File: src/hsc_pkg.sv
// constants and types shared by the heater startup and calibration sequencer
package hsc_pkg;

	// --------------------------------------------------------------------
	// clock and timing
	// --------------------------------------------------------------------
	localparam int unsigned CLK_HZ = 100_000_000;
	localparam int unsigned POWERUP_MS = 300;
	localparam int unsigned SLOW_BLINK_HZ = 1;
	localparam int unsigned FAST_BLINK_HZ = 4;
	localparam int unsigned CAL_RUN_S = 12;
	localparam int unsigned LINE_MIN_HZ = 47;
	localparam int unsigned LINE_MAX_HZ = 63;
	localparam int unsigned POWERUP_CYC = CLK_HZ / 1000 * POWERUP_MS;
	localparam int unsigned SLOW_HALF_CYC = CLK_HZ / (2 * SLOW_BLINK_HZ);
	localparam int unsigned FAST_HALF_CYC = CLK_HZ / (2 * FAST_BLINK_HZ);
	localparam int unsigned CAL_RUN_CYC = CLK_HZ * CAL_RUN_S;
	// shortest line period belongs to the highest frequency, rounded up
	localparam int unsigned LINE_MIN_CYC = (CLK_HZ + LINE_MAX_HZ - 1) / LINE_MAX_HZ;
	localparam int unsigned LINE_MAX_CYC = CLK_HZ / LINE_MIN_HZ;

	// --------------------------------------------------------------------
	// register map, byte addresses
	// --------------------------------------------------------------------
	localparam logic [7:0] ADDR_CTRL = 8'h00;
	localparam logic [7:0] ADDR_STATUS = 8'h04;
	localparam logic [7:0] ADDR_IRQ_STAT = 8'h08;
	localparam logic [7:0] ADDR_IRQ_MASK = 8'h0c;
	localparam logic [7:0] ADDR_LINE_PERIOD = 8'h10;
	localparam logic [7:0] ADDR_SETPOINT = 8'h14;

	// control bits
	localparam int CTRL_CAL_REQ = 0;
	localparam int CTRL_START_HEAT = 1;
	localparam int CTRL_CAL_EN = 2;
	localparam int CTRL_HEAT_EN = 3;
	localparam logic [3:0] CTRL_RESET = 4'hc;
	// status bits
	localparam int STAT_CAL_ACTIVE = 0;
	localparam int STAT_ALARM_ACTIVE = 1;
	localparam int STAT_CTRL_ACTIVE = 2;
	localparam int STAT_LINE_OK = 3;
	localparam int STAT_CFG_CHANGED = 4;
	localparam int STAT_CAL_GOOD = 5;
	// interrupt events
	localparam int IRQ_CAL_DONE = 0;
	localparam int IRQ_CAL_FAIL = 1;
	localparam int IRQ_LINK_UP = 2;
	localparam int IRQ_LINE_LOST = 3;
	localparam int IRQ_W = 4;

	// --------------------------------------------------------------------
	// analog output codes, 12 bit over 0..10 v
	// --------------------------------------------------------------------
	localparam int DAC_W = 12;
	localparam logic [11:0] DAC_ZERO = 12'h000;
	localparam logic [11:0] DAC_CAL_300 = 12'h10e;
	localparam logic [11:0] DAC_CAL_500 = 12'h0a4;
	localparam int SETPOINT_W = 16;

	// --------------------------------------------------------------------
	// types
	// --------------------------------------------------------------------
	typedef enum logic [3:0] {
		HSC_POWERUP = 4'b0001,
		HSC_IDLE = 4'b0010,
		HSC_CAL = 4'b0100,
		HSC_HEAT = 4'b1000
	} hsc_state_e;

	typedef struct packed {
		logic cal;
		logic alarm;
		logic heat;
		logic link;
	} hsc_led_s;

endpackage

File: src/hsc_sequencer.sv
// heater startup, zero calibration and heat sequencing with wishbone registers
`timescale 1ns/1ns

// How it works
// calibration light on 0.3 s after power-up
// blink calibration light 1 Hz without link
// altered configuration adds 0.3 s alarm light
// link light follows active link_active_indicator
// calibration request runs calibration, light lit
// calibration raises active bit, output zero volts
// success clears light, drives range zero code
// failure raises alarm bit, alarm blinks 1 Hz
// start bit raises controller active, heat light
// master keeps start bit clear at power-up
// master calibrates cold band after replacement
// master heats only after good calibration
// master recalibrates after band burn-in
// line frequency 47 to 63 Hz detected
// disabled calibration request blinks light 4 Hz
// disabled heat request blinks heat light fast
// no heating while calibration runs
module hsc_sequencer #(
	parameter int unsigned POWERUP_CYC = hsc_pkg::POWERUP_CYC,
	parameter int unsigned SLOW_HALF_CYC = hsc_pkg::SLOW_HALF_CYC,
	parameter int unsigned FAST_HALF_CYC = hsc_pkg::FAST_HALF_CYC,
	parameter int unsigned CAL_RUN_CYC = hsc_pkg::CAL_RUN_CYC,
	parameter int unsigned LINE_MIN_CYC = hsc_pkg::LINE_MIN_CYC,
	parameter int unsigned LINE_MAX_CYC = hsc_pkg::LINE_MAX_CYC
) (
	// clock and reset
	input wire logic clock_i,
	input wire logic reset_i,
	// wishbone slave
	input wire logic wb_cyc_i,
	input wire logic wb_stb_i,
	input wire logic wb_we_i,
	input wire logic [7:0] wb_adr_i,
	input wire logic [3:0] wb_sel_i,
	input wire logic [31:0] wb_dat_i,
	output logic [31:0] wb_dat_o,
	output logic wb_ack_o,
	// plant side
	input wire logic link_active_i,
	input wire logic config_changed_i,
	input wire logic line_sync_i,
	input wire logic zero_ok_i,
	input wire logic range_500_i,
	input wire logic [11:0] actual_value_i,
	// indicators and outputs
	output hsc_pkg::hsc_led_s leds_o,
	output logic heat_on_o,
	output logic [11:0] actual_dac_o,
	output logic irq_o
);

	// --------------------------------------------------------------------
	// state
	// --------------------------------------------------------------------
	hsc_pkg::hsc_state_e state;
	logic [3:0] ctrl;
	logic [hsc_pkg::SETPOINT_W-1:0] setpoint;
	logic [hsc_pkg::IRQ_W-1:0] irq_stat;
	logic [hsc_pkg::IRQ_W-1:0] irq_mask;
	logic [31:0] timer;
	logic [31:0] slow_cnt;
	logic [31:0] fast_cnt;
	logic slow_blink;
	logic fast_blink;
	logic cfg_changed;
	logic cfg_taken;
	logic cal_armed;
	logic cal_good;
	logic alarm_active;
	logic [31:0] line_cnt;
	logic [31:0] line_period;
	logic line_ok;
	logic sync_q;
	logic link_q;
	logic wb_req;
	logic cal_start;
	logic cal_end;
	logic line_edge;
	logic [hsc_pkg::IRQ_W-1:0] irq_event;

	function automatic logic [31:0] wb_merge(input logic [31:0] old, input logic [31:0] dat,
			input logic [3:0] sel);
		logic [31:0] res;
		res = old;
		for (int i = 0; i < 4; i++) begin
			if (sel[i]) begin
				res[8*i +: 8] = dat[8*i +: 8];
			end
		end
		return res;
	endfunction

	function automatic logic [31:0] count_down(input logic [31:0] cnt, input int unsigned reload);
		return (cnt == 32'h0) ? 32'(reload - 1) : cnt - 32'h1;
	endfunction

	assign wb_req = wb_cyc_i && wb_stb_i && !wb_ack_o;
	assign cal_start = (state == hsc_pkg::HSC_IDLE) && ctrl[hsc_pkg::CTRL_CAL_REQ]
		&& ctrl[hsc_pkg::CTRL_CAL_EN] && cal_armed;
	assign cal_end = (state == hsc_pkg::HSC_CAL) && (timer == 32'h0);
	assign line_edge = line_sync_i && !sync_q;

	// --------------------------------------------------------------------
	// wishbone slave: ack one cycle after the request, unmapped reads zero
	// --------------------------------------------------------------------
	always_ff @(posedge clock_i or posedge reset_i) begin
		if (reset_i) begin
			wb_ack_o <= 1'b0;
			wb_dat_o <= 32'h0;
		end else begin
			wb_ack_o <= wb_req;
			wb_dat_o <= 32'h0;
			if (wb_req && !wb_we_i) begin
				unique case (wb_adr_i)
					hsc_pkg::ADDR_CTRL: wb_dat_o <= {setpoint, 12'h0, ctrl};
					hsc_pkg::ADDR_STATUS: wb_dat_o <= {26'h0, cal_good, cfg_changed, line_ok,
						state == hsc_pkg::HSC_HEAT, alarm_active, state == hsc_pkg::HSC_CAL};
					hsc_pkg::ADDR_IRQ_STAT: wb_dat_o <= {28'h0, irq_stat};
					hsc_pkg::ADDR_IRQ_MASK: wb_dat_o <= {28'h0, irq_mask};
					hsc_pkg::ADDR_LINE_PERIOD: wb_dat_o <= line_period;
					hsc_pkg::ADDR_SETPOINT: wb_dat_o <= {16'h0, setpoint};
					default: wb_dat_o <= 32'h0;
				endcase
			end
		end
	end

	// control, setpoint and mask registers
	always_ff @(posedge clock_i or posedge reset_i) begin
		if (reset_i) begin
			ctrl <= hsc_pkg::CTRL_RESET;
			setpoint <= '0;
			irq_mask <= '0;
		end else if (wb_req && wb_we_i) begin
			if (wb_adr_i == hsc_pkg::ADDR_CTRL) begin
				ctrl <= 4'(wb_merge({28'h0, ctrl}, wb_dat_i, wb_sel_i));
			end
			if (wb_adr_i == hsc_pkg::ADDR_SETPOINT) begin
				setpoint <= 16'(wb_merge({16'h0, setpoint}, wb_dat_i, wb_sel_i));
			end
			if (wb_adr_i == hsc_pkg::ADDR_IRQ_MASK) begin
				irq_mask <= 4'(wb_merge({28'h0, irq_mask}, wb_dat_i, wb_sel_i));
			end
		end
	end

	// --------------------------------------------------------------------
	// interrupts: sticky, write one to clear, a new event wins over the clear
	// --------------------------------------------------------------------
	assign irq_event[hsc_pkg::IRQ_CAL_DONE] = cal_end && zero_ok_i;
	assign irq_event[hsc_pkg::IRQ_CAL_FAIL] = cal_end && !zero_ok_i;
	assign irq_event[hsc_pkg::IRQ_LINK_UP] = link_active_i && !link_q;
	assign irq_event[hsc_pkg::IRQ_LINE_LOST] = line_ok
		&& (line_cnt >= 32'(LINE_MAX_CYC)) && !line_edge;

	always_ff @(posedge clock_i or posedge reset_i) begin
		if (reset_i) begin
			irq_stat <= '0;
		end else if (wb_req && wb_we_i && wb_adr_i == hsc_pkg::ADDR_IRQ_STAT && wb_sel_i[0]) begin
			irq_stat <= (irq_stat & ~wb_dat_i[3:0]) | irq_event;
		end else begin
			irq_stat <= irq_stat | irq_event;
		end
	end

	assign irq_o = |(irq_stat & irq_mask);

	// --------------------------------------------------------------------
	// blink sources, free running
	// --------------------------------------------------------------------
	always_ff @(posedge clock_i or posedge reset_i) begin
		if (reset_i) begin
			slow_cnt <= 32'h0;
			fast_cnt <= 32'h0;
			slow_blink <= 1'b0;
			fast_blink <= 1'b0;
		end else begin
			slow_cnt <= count_down(slow_cnt, SLOW_HALF_CYC);
			fast_cnt <= count_down(fast_cnt, FAST_HALF_CYC);
			if (slow_cnt == 32'h0) begin
				slow_blink <= !slow_blink;
			end
			if (fast_cnt == 32'h0) begin
				fast_blink <= !fast_blink;
			end
		end
	end

	// the configuration strap is caught by the first clock after reset release
	always_ff @(posedge clock_i or posedge reset_i) begin
		if (reset_i) begin
			cfg_taken <= 1'b0;
			cfg_changed <= 1'b0;
		end else if (!cfg_taken) begin
			cfg_taken <= 1'b1;
			cfg_changed <= config_changed_i;
		end
	end

	// --------------------------------------------------------------------
	// sequencer
	// --------------------------------------------------------------------
	always_ff @(posedge clock_i or posedge reset_i) begin
		if (reset_i) begin
			state <= hsc_pkg::HSC_POWERUP;
			timer <= 32'(POWERUP_CYC - 1);
		end else begin
			unique case (state)
				hsc_pkg::HSC_POWERUP: begin
					timer <= timer - 32'h1;
					if (timer == 32'h0) begin
						state <= hsc_pkg::HSC_IDLE;
					end
				end
				hsc_pkg::HSC_IDLE: begin
					// request starts a timed run
					if (cal_start) begin
						state <= hsc_pkg::HSC_CAL;
						timer <= 32'(CAL_RUN_CYC - 1);
					// start bit with enable enters heating
					end else if (ctrl[hsc_pkg::CTRL_START_HEAT] && ctrl[hsc_pkg::CTRL_HEAT_EN]) begin
						state <= hsc_pkg::HSC_HEAT;
					end
				end
				// start bit is not looked at until the run ends
				hsc_pkg::HSC_CAL: begin
					timer <= timer - 32'h1;
					if (timer == 32'h0) begin
						state <= hsc_pkg::HSC_IDLE;
					end
				end
				hsc_pkg::HSC_HEAT: begin
					if (!ctrl[hsc_pkg::CTRL_START_HEAT] || !ctrl[hsc_pkg::CTRL_HEAT_EN]) begin
						state <= hsc_pkg::HSC_IDLE;
					end
				end
			endcase
		end
	end

	// one run per request: the bit must drop before another run is taken
	always_ff @(posedge clock_i or posedge reset_i) begin
		if (reset_i) begin
			cal_armed <= 1'b1;
			cal_good <= 1'b0;
			alarm_active <= 1'b0;
		end else begin
			if (cal_start) begin
				cal_armed <= 1'b0;
				alarm_active <= 1'b0;
				cal_good <= 1'b0;
			end else if (!ctrl[hsc_pkg::CTRL_CAL_REQ]) begin
				cal_armed <= 1'b1;
			end
			// result is sampled as the run ends
			if (cal_end) begin
				cal_good <= zero_ok_i;
				alarm_active <= !zero_ok_i;
			end
		end
	end

	// --------------------------------------------------------------------
	// line frequency: period between rising sync edges must sit in the window
	// --------------------------------------------------------------------
	always_ff @(posedge clock_i or posedge reset_i) begin
		if (reset_i) begin
			sync_q <= 1'b0;
			link_q <= 1'b0;
			line_cnt <= 32'h0;
			line_period <= 32'h0;
			line_ok <= 1'b0;
		end else begin
			sync_q <= line_sync_i;
			link_q <= link_active_i;
			// accept any period within the window, no setting needed
			if (line_edge) begin
				line_cnt <= 32'h0;
				line_period <= line_cnt + 32'h1;
				line_ok <= (line_cnt + 32'h1 >= 32'(LINE_MIN_CYC))
					&& (line_cnt + 32'h1 <= 32'(LINE_MAX_CYC));
			end else if (line_cnt >= 32'(LINE_MAX_CYC)) begin
				line_ok <= 1'b0;
			end else begin
				line_cnt <= line_cnt + 32'h1;
			end
		end
	end

	// --------------------------------------------------------------------
	// indicators and analog output
	// --------------------------------------------------------------------
	always_ff @(posedge clock_i or posedge reset_i) begin
		if (reset_i) begin
			leds_o <= '0;
			heat_on_o <= 1'b0;
			actual_dac_o <= hsc_pkg::DAC_ZERO;
		end else begin
			// calibration light, highest cause first
			if (state == hsc_pkg::HSC_POWERUP || state == hsc_pkg::HSC_CAL) begin
				leds_o.cal <= 1'b1;
			end else if (ctrl[hsc_pkg::CTRL_CAL_REQ] && !ctrl[hsc_pkg::CTRL_CAL_EN]) begin
				leds_o.cal <= fast_blink;
			end else if (!link_active_i) begin
				leds_o.cal <= slow_blink;
			end else begin
				leds_o.cal <= 1'b0;
			end
			// alarm light
			if (state == hsc_pkg::HSC_POWERUP) begin
				leds_o.alarm <= cfg_changed;
			end else begin
				leds_o.alarm <= alarm_active && slow_blink;
			end
			// heat light
			if (state == hsc_pkg::HSC_HEAT) begin
				leds_o.heat <= 1'b1;
			end else begin
				leds_o.heat <= ctrl[hsc_pkg::CTRL_START_HEAT] && !ctrl[hsc_pkg::CTRL_HEAT_EN]
					&& fast_blink;
			end
			// link light
			leds_o.link <= link_active_i;
			heat_on_o <= state == hsc_pkg::HSC_HEAT;
			// zero during the run, range code after a good one while not heating
			if (state == hsc_pkg::HSC_CAL) begin
				actual_dac_o <= hsc_pkg::DAC_ZERO;
			end else if (state == hsc_pkg::HSC_HEAT || !cal_good) begin
				actual_dac_o <= actual_value_i;
			end else begin
				actual_dac_o <= range_500_i ? hsc_pkg::DAC_CAL_500 : hsc_pkg::DAC_CAL_300;
			end
		end
	end

	// --------------------------------------------------------------------
	// checks
	// --------------------------------------------------------------------
	chk_powerup_light: assert property (@(posedge clock_i) disable iff (reset_i)
		state == hsc_pkg::HSC_POWERUP |=> leds_o.cal)
		else $error("calibration light dark during power-up");
	chk_cfg_alarm: assert property (@(posedge clock_i) disable iff (reset_i)
		state == hsc_pkg::HSC_POWERUP && cfg_taken |=> leds_o.alarm == $past(cfg_changed))
		else $error("power-up alarm light does not follow configuration change");
	chk_link_light: assert property (@(posedge clock_i) disable iff (reset_i)
		link_active_i |=> leds_o.link)
		else $error("link light missing while link active");
	chk_cal_run: assert property (@(posedge clock_i) disable iff (reset_i)
		cal_start |=> state == hsc_pkg::HSC_CAL ##1 leds_o.cal [*8])
		else $error("calibration run did not start with light on");
	chk_cal_zero_out: assert property (@(posedge clock_i) disable iff (reset_i)
		state == hsc_pkg::HSC_CAL |=> actual_dac_o == hsc_pkg::DAC_ZERO)
		else $error("analog output not zero during calibration");
	chk_cal_pass_code: assert property (@(posedge clock_i) disable iff (reset_i)
		cal_end && zero_ok_i && !range_500_i ##1 state == hsc_pkg::HSC_IDLE && !range_500_i
		&& !ctrl[hsc_pkg::CTRL_START_HEAT] |=> actual_dac_o == hsc_pkg::DAC_CAL_300)
		else $error("range code missing after good calibration");
	chk_cal_fail_alarm: assert property (@(posedge clock_i) disable iff (reset_i)
		cal_end && !zero_ok_i |=> alarm_active)
		else $error("alarm bit not raised on failed calibration");
	chk_heat_start: assert property (@(posedge clock_i) disable iff (reset_i)
		state == hsc_pkg::HSC_IDLE && !cal_start && ctrl[hsc_pkg::CTRL_START_HEAT]
		&& ctrl[hsc_pkg::CTRL_HEAT_EN] |=> state == hsc_pkg::HSC_HEAT ##1 leds_o.heat)
		else $error("heating did not start on start bit");
	chk_no_heat_cal: assert property (@(posedge clock_i) disable iff (reset_i)
		state == hsc_pkg::HSC_CAL |=> !heat_on_o)
		else $error("heater on during calibration");
	chk_line_window: assert property (@(posedge clock_i) disable iff (reset_i)
		line_edge && line_cnt + 32'h1 > 32'(LINE_MAX_CYC) |=> !line_ok)
		else $error("line accepted below the frequency window");
	chk_cal_disabled: assert property (@(posedge clock_i) disable iff (reset_i)
		ctrl[hsc_pkg::CTRL_CAL_REQ] && !ctrl[hsc_pkg::CTRL_CAL_EN] |-> !cal_start)
		else $error("calibration ran while disabled");
	chk_wb_ack: assert property (@(posedge clock_i) disable iff (reset_i)
		wb_cyc_i && wb_stb_i && !wb_ack_o |=> wb_ack_o ##1 !wb_ack_o)
		else $error("bus ack not a single cycle after request");

	cov_cal_pass: cover property (@(posedge clock_i) disable iff (reset_i)
		cal_end && zero_ok_i);
	cov_cal_fail: cover property (@(posedge clock_i) disable iff (reset_i)
		cal_end && !zero_ok_i);
	cov_heat: cover property (@(posedge clock_i) disable iff (reset_i)
		state == hsc_pkg::HSC_HEAT && cal_good);
	cov_irq: cover property (@(posedge clock_i) disable iff (reset_i) irq_o);

endmodule

File: config.mk
export PLATFORM = sky130hd
export DESIGN_NAME = hsc_sequencer
export DESIGN_NICKNAME = d
export VERILOG_FILES = /design/src/hsc_pkg.sv /design/src/hsc_sequencer.sv
export SDC_FILE = /design/constraint.sdc
export NUM_CORES = 1
export LEC_CHECK = 0
export BUFFER_PORTS_ARGS = -buffer_cell sky130_fd_sc_hd__clkbuf_2
export CAP_MARGIN = 0
export CORE_UTILIZATION = 40
export DETAILED_ROUTE_END_ITERATION = 16
export GPL_ROUTABILITY_DRIVEN = 0
export PLACE_DENSITY = 0.56
export SLEW_MARGIN = 20
export SYNTH_ARGS = -nofsm -noshare
export SYNTH_HDL_FRONTEND = slang
export SYNTH_SLANG_ARGS = --single-unit
File: constraint.sdc
create_clock -name clock_i -period 15.66 [get_ports clock_i]
set_input_delay 3.132 -clock clock_i [delete_from_list [all_inputs] [get_ports clock_i]]
set_output_delay 3.132 -clock clock_i [all_outputs]
set_load 0.01 [all_outputs]
==> results of run 1 <==
cells by family (layout without fill, tap and decap cells):
group                    count (synthesis)  count (layout)  synth area share [%]
flip-flops                             251             251                 51.82
buffers and inverters                   91             178                 2.889
AND/OR/NAND/NOR                        553             553                 23.21
multiplexers                            37              37                 3.311
other                                    1               1               0.03082
AO/OA/AOI/OAI                          199             199                 10.50
XOR/XNOR                               106             106                 7.629
adder cells (fa/ha/maj)                  6               6                0.6169
cells in the mapped netlist, types with 16 or more instances:
cell type    n  area, sq um
dfstp_2     20        525.5
clkbuf_1    63        236.5
a22oi_1     21        157.7
mux2_2      26        292.8
o21ai_0     58        290.3
inv_1       20        75.07
nand3_1     32        160.2
and2_1      16        100.1
or4_1       22        165.2
xnor2_1     55        481.7
a21oi_1     47        235.2
nor3_1      37        185.2
nand4_1     19        118.9
xor2_1      51        446.7
dfrtp_1    231         5781
nor2_1     133        499.2
nor4_1      25        156.4
nand2_1    158        593.1
metrics by stage:
step                      utilization [%]  setup WS (ns)  power (mW)
after floorplan                         -          5.661      0.7604
after detailed placement            43.53          9.765      0.7931
after CTS                           46.85          10.34       1.490
after global routing                46.85          10.19       1.530
after global placement              43.53          9.821      0.7922
final                               46.85          10.37       1.469
per-layer routing:
metal	vias up	GRT usage [%]	wire [um]
met3	35	2.993	1360
li1	4495	-	-
met2	203	28.25	12410
met4	0	4.023	445
met5	-	0	0
met1	4529	28.17	14330
state kept, by name, summed over array words and instances, names as in the netlist, 12 cells and up:
| signal | flops |
|---|---|
| fast_cnt | 32 |
| line_cnt | 32 |
| line_period | 32 |
| slow_cnt | 32 |
| timer | 32 |
| wb_dat_o | 32 |
| setpoint | 16 |
| actual_dac_o | 12 |
layout make-up:
type | instances | share of cell area (%)
flip-flops and latches | 251 | 45.17
multi-input cells | 902 | 39.71
clock buffers | 40 | 5.916
repair buffers | 106 | 3.944
well taps | 390 | 3.496
clock inverters | 12 | 1.174
inverters | 20 | 0.5916
worst paths after layout:
check | startpoint | endpoint | slack [ns] | depth (start not counted)
setup / recovery | wb_adr_i[1] | setpoint[15]$_DFFE_PP0P_ | 10.37 | 7
hold / removal | fast_cnt[0]$_DFF_PP0_ | fast_cnt[0]$_DFF_PP0_ | 0.45 | 1
setup reg to reg | line_cnt[0]$_DFFE_PP0P_ | line_ok$_DFFE_PP0P_ | 12.17 | 8
hold reg to reg | fast_cnt[0]$_DFF_PP0_ | fast_cnt[0]$_DFF_PP0_ | 0.45 | 1
max in group asynchronous | reset_i | line_period[7]$_DFFE_PP0P_ | 11.48 | 3
min in group asynchronous | reset_i | actual_dac_o[7]$_DFF_PP0_ | 2.73 | 2
placed cells by master, fill, tap and decap left out, types with 6 or more instances in the layout:
cell	count
a21o_1	6
a21oi_1	47
a221oi_1	6
a22oi_1	21
and2_1	16
and3_1	13
buf_4	8
clkbuf_16	28
clkbuf_2	98
clkbuf_8	8
clkinv_2	7
dfrtp_1	231
dfstp_2	20
ha_1	6
inv_1	19
mux2_2	26
mux2i_1	11
nand2_1	158
nand2b_1	14
nand3_1	32
nand3b_1	10
nand4_1	19
nand4b_1	6
nor2_1	133
nor2b_1	14
nor3_1	37
nor3b_1	11
nor4_1	24
o21ai_0	58
o31ai_1	14
or3_1	15
or4_1	22
xnor2_1	55
xor2_1	51
worst register-to-register path, cell delays in order (launching register included):
cell and delay, ns:
dfrtp_1 0.58, ha_1 0.57, nand3_1 0.46, nor2_1 0.40
nand2_1 0.18, or3_1 0.42, a2111oi_2 0.46, o2111ai_1 0.20
o21ai_1 0.15
power by group through the flow:
stage,registers (mW),clock network [mW],logic (mW)
finish,0.693,0.688,0.0888
global route,0.695,0.733,0.101
CTS,0.691,0.708,0.0901
detailed placement,0.703,0,0.0899
global placement,0.703,0,0.0891
floorplan,0.687,0,0.0732
==> results_dict.tcl, run 1 <==
set metrics [dict create \
    status "complete, no violations" \
    min_period_over_period_pct 33.77 \
    relSlewSlack_pct 32.73 \
    wl_um 28540 \
    crit_chain "clkbuf_2, nor3_1, nand2_1, nor3b_2, nand2_1, nor2_1, mux2_2" \
    yosysWarnings 0 \
    comb_power_share_pct 6.0 \
    ys_seq_area_share_pct 51.82 \
    p_seq_share_pct 47.1 \
    worst-slew-pin-transition_ns 1.006 \
    slew_viol_final 0 \
    clock_skew_ns 0.01734 \
    fmax_ghz 0.1891 \
    critPathKind "input port to register" \
    ios 117 \
    grt_pass1_wl_um 47400 \
    rsz0062_at_grt "no" \
    synth_edf_count 0 \
    syn_nets 1316 \
    sw_frac_of_total_pct 23.96 \
    fin_crit_ns 5.288 \
    vdd_drop_max_v 0.00007501 \
    ctsHoldBuffers 0 \
    wl_per_cell_um 16.58 \
    initial_core_util_pct 40.84 \
    num_vias 9262 \
    hold_violations 0 \
    gr-total-overflow 0 \
    worst-path-buf-inv 1 \
    p_leak_nw 6.055 \
    cts_buffers 28 \
    setup_viol_count_final 0 \
    cts_buffer_depth 3 \
    crit_fanout 15 \
    p_sw_mw 0.3520 \
    crit_top_cell "nand2_1" \
    first_iter_violations 625 \
    postCtsSetupBuffers 0 \
    max_cap_viol_count 0 \
    synth_cells 1244 \
    cts.sinks 251 \
    crit_path_end_kind "register" \
    drive_gt1_share_pct 16.90 \
    fp-row-count 63 \
    regArea_sq_um 6306 \
    antenna_found_initial 0 \
    cts.clk_slew.worst_paths_ns 0.06 \
    die_area_sq_um 31120 \
    hp-class "register to register" \
    cpMaxStageDelayCell "nor3b_2" \
    synth.cell_area_sq_um 12170 \
    multi_input_area_sq_um 5543 \
    placed_cells 1669 \
    p_clk_share_pct 46.8 \
    cts-root-buf "clkbuf_16" \
    drt_drc_violations_left 0 \
    arrival_ns 5.72 \
    first_pass_iters 5 \
    die_h_um 176.4 \
    dp_hpwl_um 19670 \
    cts_tree "yes" \
    via_per_inst 5.382 \
    p_int_mw 1.117 \
    synth-async-reset-ratio_pct 100.0 \
    fillCellCount 2878 \
    start_kind "input port" \
    diodes 0 \
    synth_cell_type_count 70 \
    areaGrowthSynthToFinish_pct 14.71 \
    cpLargestDelayFamily "simple AND/OR/NAND/NOR gates" \
    cts-resized-gates 0 \
    fin_cells 1721 \
    grt_usage_pct 18.72 \
    htreeDepth 1 \
    whs_ns 0.4527 \
    pwr_density_cell_nw_per_um2 105.3 \
    clkLatencyLatePin_ns 0.55 \
    ys_seq_elements 251 \
    stdcell_area_sq_um 13960 \
    nets 1381 \
    worst_ep_required_time_ns 16.09 \
    fin_setup_tns_ns 0 \
    cp_slowest_stage_delay_ns 0.83 \
    synth_ff_type "dfrtp_1" \
    portBuffers 98 \
    ant_nets 0 \
    dpl_cell_area_sq_um 12970 \
    grt_max_degree 121 \
    core_area_sq_um 29800 \
    grt_pass1_vias 8971 \
    syn_area_per_cell_sq_um 9.782 \
    die_w_um 176.4 \
]
Power figures use the tool's default switching activity.
==> run 2: changes to the inputs <==
==> constraint.sdc (replaced) <==
create_clock -name clock_i -period 5.1 [get_ports clock_i]
set_input_delay 1.02 -clock clock_i [delete_from_list [all_inputs] [get_ports clock_i]]
set_output_delay 1.02 -clock clock_i [all_outputs]
set_load 0.01 [all_outputs]
==> results_dict.tcl, run 2 (same netlist as run 1, synthesis figures left out) <==
set metrics [dict create \
    grt_pass1_vias 8760 \
    finalWorstSetupSlack_ns 1.574 \
    max_cap_viol_count 0 \
    cts_tree "yes" \
    clock_skew_ns 0.01652 \
    cp_slowest_stage_delay_ns 0.83 \
    wl_per_cell_um 16.46 \
    post-place-ws_ns 1.732 \
    die_w_um 176.4 \
    cpMaxStageDelayCell "nor4_1" \
    htreeDepth 1 \
    cpLargestDelayFamily "simple AND/OR/NAND/NOR gates" \
    fmax_ghz 0.2836 \
    crit_chain "ha_1, nand3_1, nor4_1, a21boi_0, a311oi_1, o2111ai_1, o2111ai_1, o21ai_1" \
    worst-path-buf-inv 0 \
    start_kind "register" \
    status "complete, no violations" \
    slew_viol_final 0 \
    relSlewSlack_pct 32.34 \
    drive_gt1_share_pct 16.50 \
    cts-resized-gates 0 \
    drt_drc_violations_left 0 \
    first_iter_violations 576 \
    setup_viol_count_final 0 \
    crit_top_cell "o2111ai_1" \
    hold_violations 0 \
    rsz0062_at_grt "no" \
    portBuffers 98 \
    ant_nets 0 \
    die_h_um 176.4 \
    cts.clk_slew.worst_paths_ns 0.06 \
    num_vias 9276 \
    core_area_sq_um 29800 \
    fin_crit_ns 3.526 \
    diodes 0 \
    pwr_density_cell_nw_per_um2 309.3 \
    p_total_mw 4.286 \
    grt_pass1_wl_um 46520 \
    wl_um 28360 \
    postCtsSetupBuffers 0 \
    fp-row-count 63 \
    final_cell_mix "231 x dfrtp_1, 158 x nand2_1, 133 x nor2_1" \
    worst_ep_required_time_ns 5.52 \
    antenna_found_initial 0 \
    min_period_over_period_pct 69.14 \
    layout_commonest_cell "dfrtp_1" \
    hp-class "register to register" \
    first_pass_iters 5 \
    ios 117 \
    cts-root-buf "clkbuf_16" \
    via_per_inst 5.384 \
    areaGrowthSynthToFinish_pct 13.85 \
    grt_max_degree 117 \
    cts_buffer_depth 3 \
    clkLatencyLatePin_ns 0.54 \
    grt_usage_pct 18.42 \
    arrival_ns 3.94 \
    cts.sinks 251 \
    crit_path_end_kind "register" \
    fin_setup_tns_ns 0 \
    dp_hpwl_um 19450 \
    gr-total-overflow 0 \
    vdd_drop_max_v 0.0002271 \
    nets 1385 \
    critPathKind "register to register" \
    ctsHoldBuffers 0 \
    initial_core_util_pct 40.84 \
    worst-slew-pin-transition_ns 1.011 \
    die_area_sq_um 31120 \
    crit_fanout 15 \
    cts_buffers 28 \
    p_leak_nw 5.998 \
]
-- run 2: cell count changes in the layout (fill, tap and decap cells not counted), sizes merged --
cell,previous run,this run
buf,8,12
inv,20,19
bufinv,3,0
clkinvlp,0,2
clkinv,9,5
clkbuf,138,142
-- run 2: area by class of cell --
cell class	instances	area, sq um
multi-input combinational	902	5534
clock inverter	6	43.79
inverter	20	78.83
timing repair buffer	110	593.1
clock buffer	44	810.8
fill	2881	15940
sequential	251	6306
tap	390	488.0
-- run 2: where the power goes --
| group | internal (mW) | switching [mW] | total [mW] |
|---|---|---|---|
| clock network | 1.09 | 0.803 | 1.89 |
| registers | 2.04 | 0.0798 | 2.12 |
| logic | 0.109 | 0.166 | 0.274 |
-- run 2: final timing paths --
kind | slack (ns) | endpoint | cells after the start | startpoint
min in group asynchronous | 0.62 | actual_dac_o[10]$_DFF_PP0_ | 3 | reset_i
hold / removal | 0.44 | slow_cnt[0]$_DFF_PP0_ | 1 | slow_cnt[0]$_DFF_PP0_
setup / recovery | 1.57 | line_ok$_DFFE_PP0P_ | 8 | line_cnt[0]$_DFFE_PP0P_
max in group asynchronous | 3.72 | line_cnt[23]$_DFFE_PP0P_ | 3 | reset_i
setup reg to reg | 1.57 | line_ok$_DFFE_PP0P_ | 8 | line_cnt[0]$_DFFE_PP0P_
hold reg to reg | 0.44 | slow_cnt[0]$_DFF_PP0_ | 1 | slow_cnt[0]$_DFF_PP0_
-- run 2: per-stage QoR --
stage               utilization, %  cells  hold WS (ns)  area (sq um)
detailed placement           43.63   1673        0.4437         13000
global placement             43.63   1673        0.4354         13000
finish                       46.50   1723        0.4444         13850
CTS                          46.50   1723        0.4521         13850
floorplan                        -   1244        0.4194         12170
global route                 46.50   1723        0.4760         13850
-- run 2: worst register-to-register path, cell delays in order (launching register included) --
cell       delay, ns
dfrtp_1         0.55
ha_1            0.56
nand3_1         0.42
nor4_1          0.84
a21boi_0        0.23
a311oi_1        0.40
o2111ai_1       0.17
o2111ai_1       0.15
o21ai_1         0.08
-- run 2: metal layers --
metal / GRT usage, % / part of all wire (%) / wire [um]
met2: 27.72 / 43 / 12290
met5: 0 / 0 / 0
met1: 28.06 / 50 / 14240
met4: 3.664 / 1.4 / 386
met3: 2.649 / 5.1 / 1445
